===== src/mac_slice_pkg.sv =====
// shared widths, encodings and carriers for the multiply-accumulate slice
`default_nettype none
package mac_slice_pkg;
    // operand and result widths
    localparam int A_WIDTH = 25;
    localparam int B_WIDTH = 18;
    localparam int P_WIDTH = 48;
    localparam int PROD_WIDTH = A_WIDTH + B_WIDTH;
    // upper part of the bypass operand, a sign-extended to fill 48 bits
    localparam int AB_HI_WIDTH = P_WIDTH - B_WIDTH;
    localparam int AB_EXT_WIDTH = AB_HI_WIDTH - A_WIDTH;
    // simd lane layout: four 12-bit segments make up the 48-bit adder
    localparam int LANE_WIDTH = 12;
    localparam int LANE_COUNT = 4;
    // lane index where the upper half starts in dual 24-bit mode
    localparam int HALF_LANE = 2;
    // timing target of the fully pipelined datapath, in MHz
    localparam int TARGET_FMAX_MHZ = 550;
    // reset values and constants met by the logic
    localparam logic [P_WIDTH-1:0] RESULT_RESET = 48'h0;
    localparam logic [P_WIDTH-1:0] COUNT_STEP = 48'h1;
    localparam logic [LANE_COUNT-1:0] CARRY_RESET = 4'h0;

    // source of the z operand of the adder
    typedef enum logic [1:0] {Z_ZERO, Z_C, Z_P, Z_CASCADE} z_src_type;
    // operation of the final stage
    typedef enum logic [2:0] {
        ALU_ADD, ALU_SUB, ALU_LOGIC, ALU_CNT_UP, ALU_CNT_DOWN
    } alu_op_type;
    // adder split
    typedef enum logic [1:0] {
        SIMD_ONE48, SIMD_TWO24, SIMD_FOUR12
    } simd_type;
    // the ten bitwise functions of x and z
    typedef enum logic [3:0] {
        FN_AND, FN_OR, FN_XOR, FN_XNOR, FN_NAND, FN_NOR,
        FN_X_ANDN_Z, FN_X_ORN_Z, FN_NX_AND_Z, FN_NX_OR_Z
    } logic_fn_type;

    // operands from the fabric
    typedef struct packed {
        logic [A_WIDTH-1:0] a;
        logic [B_WIDTH-1:0] b;
        logic [P_WIDTH-1:0] c;
        logic [A_WIDTH-1:0] d;
    } operand_type;
    // run-time operation selects
    typedef struct packed {
        logic use_pre;
        logic pre_sub;
        logic bypass_mul;
        z_src_type z_sel;
        alu_op_type alu_op;
        logic_fn_type logic_fn;
        simd_type simd;
    } ctrl_type;
    // per-stage pipeline register selects
    typedef struct packed {
        logic in_reg;
        logic pre_reg;
        logic mul_reg;
    } pipe_sel_type;
    // pattern detector compare value and don't-care mask
    typedef struct packed {
        logic [P_WIDTH-1:0] pattern;
        logic [P_WIDTH-1:0] mask;
    } pattern_type;
endpackage
`default_nettype wire


===== src/mac_slice.sv =====
// multiply-accumulate slice: pre-adder, multiplier, simd alu, pattern detect
`default_nettype none

// Behaviour
// - signed 25 by 18 full product
// - 48-bit accumulator adds results into itself
// - run-time bypass feeds two 48-bit operands
// - simd split into 2x24 or 4x12 lanes
// - logic unit with ten selectable functions
// - optional pre-adder before the multiplier
// - 48-bit pattern detector flags match, rounding
// - pattern detector with logic spans 96 bits
// - accumulator counts up or down
// - selectable pipeline registers, cascade bus out
// - pipelined datapath targets 550 MHz
module mac_slice
    import mac_slice_pkg::*;
(
    input wire logic mclk, // single clock
    input wire logic sys_rst, // synchronous reset, active high
    input wire logic clk_en, // freezes all state while low; sys_rst still clears it
    input wire operand_type operands, // a, b, c, d from the fabric
    input wire ctrl_type ctrl, // operation selects, used at the pre-adder, the x and z selects and the alu
    input wire pipe_sel_type pipe_sel, // stage register selects
    input wire pattern_type pat, // pattern and mask
    input wire logic [P_WIDTH-1:0] cascade_in, // from the slice below
    input wire logic match_cascade_in, // match of the slice below
    output logic [P_WIDTH-1:0] result, // registered alu result
    output logic [LANE_COUNT-1:0] carry_out, // per 12-bit segment
    output logic pattern_match, // result matches pattern
    output logic pattern_match_inv, // result matches inverted pattern
    output logic pattern_match_prev, // match of the previous result
    output logic wide_match, // match joined with the slice below
    output logic [P_WIDTH-1:0] cascade_out // copy of result, slice above
);

    // true where segment idx opens a new lane in the chosen split
    function automatic logic lane_starts(input simd_type mode,
                                         input int idx);
        logic starts;
        starts = 1'b0;
        unique case (mode)
            SIMD_ONE48: starts = 1'b0;
            SIMD_TWO24: starts = (idx == HALF_LANE);
            SIMD_FOUR12: starts = 1'b1;
            default: starts = 1'b0;
        endcase
        return starts;
    endfunction

    // bitwise function of x and z
    function automatic logic [P_WIDTH-1:0] logic_eval(
        input logic_fn_type fn,
        input logic [P_WIDTH-1:0] x,
        input logic [P_WIDTH-1:0] z);
        logic [P_WIDTH-1:0] r;
        r = '0;
        unique case (fn)
            FN_AND: r = x & z;
            FN_OR: r = x | z;
            FN_XOR: r = x ^ z;
            FN_XNOR: r = ~(x ^ z);
            FN_NAND: r = ~(x & z);
            FN_NOR: r = ~(x | z);
            FN_X_ANDN_Z: r = x & ~z;
            FN_X_ORN_Z: r = x | ~z;
            FN_NX_AND_Z: r = ~x & z;
            FN_NX_OR_Z: r = ~x | z;
            default: r = '0; // six codes are unused
        endcase
        return r;
    endfunction

    // input stage registers
    logic [A_WIDTH-1:0] a_reg; // a after input register
    logic [B_WIDTH-1:0] b_reg; // b after input register
    logic [P_WIDTH-1:0] c_reg; // c after input register
    logic [A_WIDTH-1:0] d_reg; // d after input register
    // selected outputs of the input stage
    logic [A_WIDTH-1:0] a_s;
    logic [B_WIDTH-1:0] b_s;
    logic [P_WIDTH-1:0] c_s;
    logic [A_WIDTH-1:0] d_s;
    // pre-adder stage
    logic [A_WIDTH-1:0] pre_next; // pre-adder result
    logic [A_WIDTH-1:0] pre_reg; // pre-adder register
    logic [B_WIDTH-1:0] b2_reg; // b delayed to stay aligned with pre_reg
    logic [A_WIDTH-1:0] pre_s;
    logic [B_WIDTH-1:0] b2_s;
    // multiplier stage
    logic signed [PROD_WIDTH-1:0] prod_next; // full signed product
    logic signed [PROD_WIDTH-1:0] prod_reg; // multiplier register
    logic signed [PROD_WIDTH-1:0] prod_s;
    // alu operands and results
    logic [P_WIDTH-1:0] x_op; // product, bypass pair or count step
    logic [P_WIDTH-1:0] z_op; // c, result, cascade or zero
    logic [P_WIDTH-1:0] x_eff; // x inverted for subtraction
    logic sub_en; // subtract or count down
    logic [LANE_WIDTH:0] lane_sum [LANE_COUNT]; // segment sum with carry
    logic [LANE_COUNT-1:0] lane_cin; // carry into each segment
    logic [LANE_COUNT-1:0] lane_cout; // carry out of each segment
    logic [P_WIDTH-1:0] sum_all; // joined segment sums
    logic [P_WIDTH-1:0] alu_next; // value loaded into result
    logic match_next; // pattern compare of alu_next
    logic match_inv_next; // compare against the inverted pattern

    // input registers; bypassed by pipe_sel.in_reg low
    // input register stage
    always_ff @(posedge mclk) begin
        if (sys_rst) begin
            a_reg <= '0;
            b_reg <= '0;
            c_reg <= '0;
            d_reg <= '0;
        end else if (clk_en) begin
            a_reg <= operands.a;
            b_reg <= operands.b;
            c_reg <= operands.c;
            d_reg <= operands.d;
        end
    end

    // select registered or direct operands
    always_comb begin
        a_s = pipe_sel.in_reg ? a_reg : operands.a;
        b_s = pipe_sel.in_reg ? b_reg : operands.b;
        c_s = pipe_sel.in_reg ? c_reg : operands.c;
        d_s = pipe_sel.in_reg ? d_reg : operands.d;
    end

    // pre-adder: d plus or minus a, wraps at 25 bits like the hardware
    // pre-adder ahead of multiply
    always_comb begin
        if (!ctrl.use_pre) begin
            pre_next = a_s;
        end else if (ctrl.pre_sub) begin
            pre_next = d_s - a_s;
        end else begin
            pre_next = d_s + a_s;
        end
    end

    // pre-adder register; b rides along so both factors stay aligned
    // pre-adder register stage
    always_ff @(posedge mclk) begin
        if (sys_rst) begin
            pre_reg <= '0;
            b2_reg <= '0;
        end else if (clk_en) begin
            pre_reg <= pre_next;
            b2_reg <= b_s;
        end
    end

    // select registered or direct pre-adder output
    always_comb begin
        pre_s = pipe_sel.pre_reg ? pre_reg : pre_next;
        b2_s = pipe_sel.pre_reg ? b2_reg : b_s;
    end

    // two's complement multiply, all 43 product bits kept
    // full signed product
    always_comb begin
        prod_next = signed'(pre_s) * signed'(b2_s);
    end

    // product register; with every stage on, each path spans one
    // operation, which is what lets a fast process close timing
    // pipelined multiply stage
    always_ff @(posedge mclk) begin
        if (sys_rst) begin
            prod_reg <= '0;
        end else if (clk_en) begin
            prod_reg <= prod_next;
        end
    end

    // select registered or direct product
    always_comb begin
        prod_s = pipe_sel.mul_reg ? prod_reg : prod_next;
    end

    // x operand: count step, bypass pair or extended product
    always_comb begin
        if (ctrl.alu_op == ALU_CNT_UP || ctrl.alu_op == ALU_CNT_DOWN) begin
            x_op = COUNT_STEP;
        end else if (ctrl.bypass_mul) begin
            x_op = {{AB_EXT_WIDTH{a_s[A_WIDTH-1]}}, a_s, b_s};
        end else begin
            x_op = P_WIDTH'(prod_s);
        end
    end

    // z operand; counting always works on the stored result
    always_comb begin
        if (ctrl.alu_op == ALU_CNT_UP || ctrl.alu_op == ALU_CNT_DOWN) begin
            z_op = result;
        end else begin
            unique case (ctrl.z_sel)
                Z_ZERO: z_op = '0;
                Z_C: z_op = c_s;
                Z_P: z_op = result;
                Z_CASCADE: z_op = cascade_in;
            endcase
        end
    end

    // subtract as z plus inverted x plus one in each lane
    always_comb begin
        sub_en = (ctrl.alu_op == ALU_SUB) || (ctrl.alu_op == ALU_CNT_DOWN);
        x_eff = sub_en ? ~x_op : x_op;
    end

    // segmented adder; a lane boundary cuts the carry and reseeds it
    genvar gi;
    for (gi = 0; gi < LANE_COUNT; gi++) begin : g_lane
        if (gi == 0) begin : g_first
            assign lane_cin[gi] = sub_en;
        end else begin : g_next
            assign lane_cin[gi] = lane_starts(ctrl.simd, gi) ?
                                  sub_en : lane_cout[gi-1];
        end
        assign lane_sum[gi] = {1'b0, z_op[gi*LANE_WIDTH +: LANE_WIDTH]}
                            + {1'b0, x_eff[gi*LANE_WIDTH +: LANE_WIDTH]}
                            + {{LANE_WIDTH{1'b0}}, lane_cin[gi]};
        assign lane_cout[gi] = lane_sum[gi][LANE_WIDTH];
        assign sum_all[gi*LANE_WIDTH +: LANE_WIDTH] =
            lane_sum[gi][LANE_WIDTH-1:0];
    end

    // final stage select; the sum drops its top carry, so the result
    // wraps modulo 2**48 and never saturates
    always_comb begin
        unique case (ctrl.alu_op)
            ALU_LOGIC: alu_next = logic_eval(ctrl.logic_fn, x_op, z_op);
            ALU_ADD, ALU_SUB, ALU_CNT_UP, ALU_CNT_DOWN: alu_next = sum_all;
            default: alu_next = result; // unused codes hold the value
        endcase
    end

    // masked compare; a set mask bit is a don't-care
    // 48-bit pattern compare
    always_comb begin
        match_next = (((alu_next ^ pat.pattern) & ~pat.mask) == '0);
        match_inv_next = (((alu_next ^ ~pat.pattern) & ~pat.mask) == '0);
    end

    // result register: accumulator, counter and cascade source at once
    // accumulator update
    always_ff @(posedge mclk) begin
        if (sys_rst) begin
            result <= RESULT_RESET;
            cascade_out <= RESULT_RESET;
        end else if (clk_en) begin
            result <= alu_next;
            cascade_out <= alu_next;
        end
    end

    // per-segment carries; only those at a lane's top end mean much
    // independent lane carries
    always_ff @(posedge mclk) begin
        if (sys_rst) begin
            carry_out <= CARRY_RESET;
        end else if (clk_en) begin
            carry_out <= (ctrl.alu_op == ALU_LOGIC) ? CARRY_RESET : lane_cout;
        end
    end

    // pattern flags; the previous flag lets the fabric do convergent
    // rounding without its own register
    // match flags for rounding
    always_ff @(posedge mclk) begin
        if (sys_rst) begin
            pattern_match <= 1'b0;
            pattern_match_inv <= 1'b0;
            pattern_match_prev <= 1'b0;
        end else if (clk_en) begin
            pattern_match <= match_next;
            pattern_match_inv <= match_inv_next;
            pattern_match_prev <= pattern_match;
        end
    end

    // joined match: two slices in logic mode compare 96 bits; the
    // neighbour's flag must be aligned with this slice's alu output
    // 96-bit wide logic match
    always_ff @(posedge mclk) begin
        if (sys_rst) begin
            wide_match <= 1'b0;
        end else if (clk_en) begin
            wide_match <= match_next & match_cascade_in;
        end
    end

endmodule
`default_nettype wire


===== config.mk =====
export PLATFORM = sky130hd
export DESIGN_NAME = mac_slice
export DESIGN_NICKNAME = d
export VERILOG_FILES = /design/src/mac_slice_pkg.sv /design/src/mac_slice.sv
export SDC_FILE = /design/constraint.sdc
export NUM_CORES = 2
export LEC_CHECK = 0
export BUFFER_PORTS_ARGS = -buffer_cell sky130_fd_sc_hd__buf_2
export CAP_MARGIN = 30
export CORE_MARGIN = 1.5
export CORE_UTILIZATION = 46
export CTS_CLUSTER_SIZE = 20
export DETAILED_ROUTE_END_ITERATION = 10
export GPL_ROUTABILITY_DRIVEN = 1
export HOLD_SLACK_MARGIN = 0.1
export PLACE_DENSITY = 0.67
export RECOVER_POWER = 25
export SYNTH_ARGS = -nofsm -noshare
export SYNTH_HDL_FRONTEND = slang
export SYNTH_SLANG_ARGS = --single-unit

===== constraint.sdc =====
create_clock -name mclk -period 17.95 [get_ports mclk]
set_clock_uncertainty 0.05 [all_clocks]
set_input_delay 0.8975 -clock mclk [delete_from_list [all_inputs] [get_ports mclk]]
set_output_delay 0.8975 -clock mclk [all_outputs]
set_load 0.05 [all_outputs]

# Word-level counts from Yosys, hierarchy flattened
# Index checks and enable logic that the tools add are counted.
# word_totals
regBits	258
ram_bits	0
out_inout_bits	104
latchBits	0
romBits	0
n_memories	0
# classes
n_bitwise	19
n_div	0
mux	22
reduce_logical	9
shift	0
multipliers	1
n_lt_le_gt_ge	0
addsub	10
eq_ne	18
# ops
cell	n
$pmux W48 S10	1
$not A48 Y48	7
$and A48 B48 Y48	5
$mux W48	5
$pmux W48 S4	1
$or A48 B48 Y48	3
$xor A48 B48 Y48	3
$mux W25	5
$logic_not A48 Y1	2
$pmux W48 S2	1
$add A12 B12 Y13	4
$add A13 B1 Y13	4
$mul A25 B18 Y43	1
$mux W43	1
$mux W18	2
$add A25 B25 Y25	1
$sub A25 B25 Y25	1
$eq A4 B3 Y1 const B	4
$eq A4 B2 Y1 const B	2
$eq A4 B4 Y1 const B	2
$eq A2 B2 Y1 const B	3
$eq A3 B2 Y1 const B	2
$mux W1	5
$eq A2 B1 Y1 const B	2
11 further kinds	12

# Longest topological paths before layout
# depth
word_depth	24
depth_mapped	83
mapped_depth_nobuf	76

# Worst setup path before layout
# No wires, ideal clock.
# synth_path
path_kind	in2reg
from	input pipe_sel[2] (netlist bit)
to	register wide_match
t_required_ps	17813
setup_slack_ps	-536
stages	77
t_arrival_ps	18348
path_buffers	9
path_cell_list	buf_2 buf_6 buf_2 buf_2 buf_2 buf_2 clkbuf_1 buf_1 mux2_2 ha_1 nor2b_1 o21ai_0 a21boi_1 o21ai_0 a21boi_1 o2111a_1 nor3_1 xnor2_1 [41 not listed] nor2b_1 o21ai_0 nand2b_1 nor2_1 a21oi_1 fa_1 fa_1 a211oi_1 o21ai_0 a31o_2 mux2i_1 nor4_2 xor2_1 o221ai_1 or4b_1 nor4_1 nand4_1 o31ai_1
# synth_between
elab_chain_cells	24
word_cells_on_any_way	46
# synth_lines
element	line	text
start, declared	mac_slice.sv:24	input wire pipe_sel_type pipe_sel,
$mux W25 (on tied branches)	mac_slice.sv:128, mac_slice.sv:125	
$add A25 B25 Y25 or $sub A25 B25 Y25 (tied branches)	mac_slice.sv:139, mac_slice.sv:137	
$mux W25	mac_slice.sv:136	end else if (ctrl.pre_sub) begin
$mux W25	mac_slice.sv:134	if (!ctrl.use_pre) begin
$mux W25	mac_slice.sv:157	pre_s = pipe_sel.pre_reg ? pre_reg : pre_next;
$mul A25 B18 Y43	mac_slice.sv:164	prod_next = signed'(pre_s) * signed'(b2_s);
$mux W43	mac_slice.sv:180	prod_s = pipe_sel.mul_reg ? prod_reg : prod_next;
$mux W48	mac_slice.sv:187	end else if (ctrl.bypass_mul) begin
[8 not listed]	n/a	
$add A13 B1 Y13	mac_slice.sv:225	+ {{LANE_WIDTH{1'b0}}, lane_cin[gi]};
$mux W1	mac_slice.sv:220	assign lane_cin[gi] = lane_starts(ctrl.simd, gi) ?
$add A13 B1 Y13	mac_slice.sv:225	
$pmux W48 S2 (*)	mac_slice.sv:234	unique case (ctrl.alu_op)
$xor A48 B48 Y48 (*)	mac_slice.sv:244	match_next = (((alu_next ^ pat.pattern) & ~pat.mask) == '0);
$and A48 B48 Y48 (*)	mac_slice.sv:244	
$logic_not A48 Y1 (*)	mac_slice.sv:244	
$and A1 B1 Y1 (*)	mac_slice.sv:292	wide_match <= match_next & match_cascade_in;
end signal, assigned	mac_slice.sv:292	
end, declared	mac_slice.sv:33	output logic wide_match,
# Every way passes the cells marked *; elsewhere a longest branch is shown, timed or not.
# A chain may end at the register's enable or synchronous reset.

# Worst setup path in the final report
# Ends and elaborated chain as after synthesis.

==> results.toml <==
[outcome]
outcome = "finished with violations"
violations = "capacitance limit, slew limit"

[pwr]
power_mw = 11.2
p_per_area_mw_per_mm2 = 218
ir_worst_vdd_v = 0.000198
p_leak_nw = 23.5

[clocking]
clock_latency_ns = 0.65
clkTransAtPathRegs_ns = 0.06
ctsLongestPathBuffers = 3
htree_num_levels = 2
cts_hold_buf = 0
cts-root-buf = "clkbuf_16"
cts_made_buffers = 36
cts_sinks = 258
cts_tree = "built"

[global_route]
grt_use_total_pct = 40.0
overflow = 0
met2_usage_pct = 63.4
grt-busiest-layer = "met2"
grt_max_degree = 68
antenna_found_initial = 16
grt_pass1_wl_um = 299000
grt_pass1_vias = 44520
met3_usage_pct = 7.81
use_met1_pct = 46.9

[timing]
fmax_ghz = 0.0586
finalMaxSlewViolations = 123
fin_crit_sh_pct = 95.1
worstMarginPinSlew_ns = 5.03
setup_viol = 0
timing.final.crit_period_ns = 17.06
hold_viol = 0
relSlewSlack_pct = -235

[detailed_routing]
vias = 45376
drtIter0Drc = 4858
firstDrtPassIters = 7
wl_per_cell_um = 27.7
drc_errors = 0
routed_wl_um = 206000
detail-route-antenna-nets = 0
vias_per_cell = 6.10

[synthesis]
syn-cell-area_mm2 = 0.0456
seq_area_frac_synth_pct = 11.3
synth_edf_count = 0
synth_ff_type = "dfxtp_1"
syn-instance-count = 5747
async_flop_share_pct = 0
yosys_warnings = 0
syn-num-nets = 6846
yosys.area.top_type = "fa_1"
synthTopCellsByArea = "fa_1 20%, dfxtp_1 11%, ha_1 10%, mux2i_1 7.0%, nor2_1 6.2%"
syn_avg_cell_area_um2 = 7.93
yosys.area.top_type_share_pct = 19.7
ys_ff_latch = 258
synth.distinct_cells = 110

[floorplan]
core_area_mm2 = 0.0983
die_h_um = 318
row_count = 115
dieArea_mm2 = 0.101
start_util_pct = 46.4
ios = 385
die_w_um = 318

[flow_run]
cap_violations = 2

[cells_and_area]
final_layout_size_suffix_gt1_share_pct = 14.9
final_cells = 7438
regArea_mm2 = 0.00516
n_fill_cell = 9619
multi_input_area_mm2 = 0.0365
nets = 7215
syn2layout_area_growth_pct = 12.3

[critical_path]
slowest_delay_ns = 0.57
rrSetupSlack_ns = 1.08
crit_required_ns = 18.45
rr_startpoint = "a_reg[1]$_SDFFE_PP0P_"
cp_data_arrival_time_ns = 17.57
cpLargestDelayFamily = "adder cells"
crit_slowest_cell = "fa_1"
end_kind = "register"
critPathKind = "in2reg"
crit_buf_inv = 9
critical_path.most_common_cell = "fa_1"
worst-path-max-fanout = 10
setup.worst_path.start = "pipe_sel[2]"
cp-start-kind = "input port"

[placed_design]
dp_hpwl_um = 164000
gp_congestion = 1.09
numPortBuffers = 384
dpl.cell_count = 7358

[worst_hold_path]
hp-start = "pattern_match_inv$_SDFFE_PP0P_"
min_path_type = "reg2reg"
-- cell usage after synthesis (19+ instances only) --
cell type  instances
a211oi_1          80
a21o_1            77
a21oi_1          289
a22oi_1           30
a31oi_1           31
and2_1            62
and3_1            23
buf_1             40
buf_2             55
buf_4             70
clkbuf_1         195
dfxtp_1          258
fa_1             449
ha_1             369
inv_1            612
mux2_2            81
mux2i_1          318
nand2_1          463
nand2b_1         122
nand3_1           62
nand3b_1          19
nand4_1           30
nor2_1           753
nor2b_1          100
nor3_1            81
nor3b_1           24
nor4_1            20
o211ai_1          60
o21a_1            33
o21ai_0          237
o21ai_1           21
o21bai_1          25
o22ai_1           50
o31ai_1           24
or2_2             20
or3_1             30
xnor2_1          127
xor2_1            75
-- worst min-delay path, delay by kind of cell (launching register included) --
kind | cells | cell delay [ns]
flops | 1 | 0.33
simple gates | 2 | 0.10
-- worst paths after layout --
kind                               endpoint  depth (start not counted)
max                 wide_match$_SDFFE_PP0P_                         75
min          pattern_match_inv$_SDFFE_PP0P_                          2
max reg2reg         wide_match$_SDFFE_PP0P_                         74
min reg2reg  pattern_match_inv$_SDFFE_PP0P_                          2
-- where the power goes --
| group | leakage (nW) | switching [mW] | internal (mW) |
|---|---|---|---|
| sequential | 2.13 | 0.0985 | 0.661 |
| combinational | 20.8 | 5.93 | 3.74 |
| clock | 0.579 | 0.337 | 0.418 |
-- kinds of logic (layout without fill, tap and decap cells) --
kind of cell	Yosys count	in the layout	synth area share (%)
DFF	258	258	11.3
other	0	10	0
adders and majority gates	818	818	29.9
xor gates and xnor gates	202	202	3.88
and+or+nand+nor	1867	1867	19.1
muxes	400	400	9.01
buffers and inverters	992	1386	9.14
AOI/OAI and AO/OA	1210	1210	17.7
-- routing by layer --
layer,up-vias,share of wire [%]
met5,-,0.028
met4,10,9.9
met3,671,8.4
met2,2486,45
met1,22074,37
li1,20135,-
-- placed cells by master, fill, tap and decap left out, drive strengths merged, types with 127 or more instances in the layout --
| master | synthesis | layout |
|---|---|---|
| ha | 369 | 369 |
| dfxtp | 258 | 258 |
| a21oi | 292 | 292 |
| o21ai | 258 | 258 |
| nor2 | 755 | 755 |
| nand2 | 464 | 464 |
| buf | 180 | 659 |
| xnor2 | 127 | 127 |
| fa | 449 | 449 |
| inv | 615 | 622 |
| mux2i | 318 | 318 |
-- timing repair --
item                       in CTS  in global routing
setup endpoints to repair       0                  3
resized for setup               0                 20
buffers inserted                0                  3
hold endpoints to repair        0                  0
-- layout make-up --
class,instances,area share [%]
timing repair buffer,706,8.61
clock inverter,14,0.279
antenna,10,0.0489
multi-input combinational,4497,71.3
tap,1287,3.15
sequential,258,10.1
clock buffer,49,1.99
inverter,617,4.53
-- per-stage QoR --
stage               area, um2  setup slack (ns)  utilization [%]  hold WS (ns)  TNS (ns)
floorplan               45600            0.0310                -         0.395         0
global placement        49800             0.353             50.6         0.401         0
detailed placement      49900          -0.00314             50.8         0.406  -0.00314
CTS                     51100             0.602             51.9         0.415         0
global route            51100           -0.0589             52.0         0.440   -0.0589
finish                  51200             0.888             52.1         0.421         0
(Power assumes the default switching activity.)
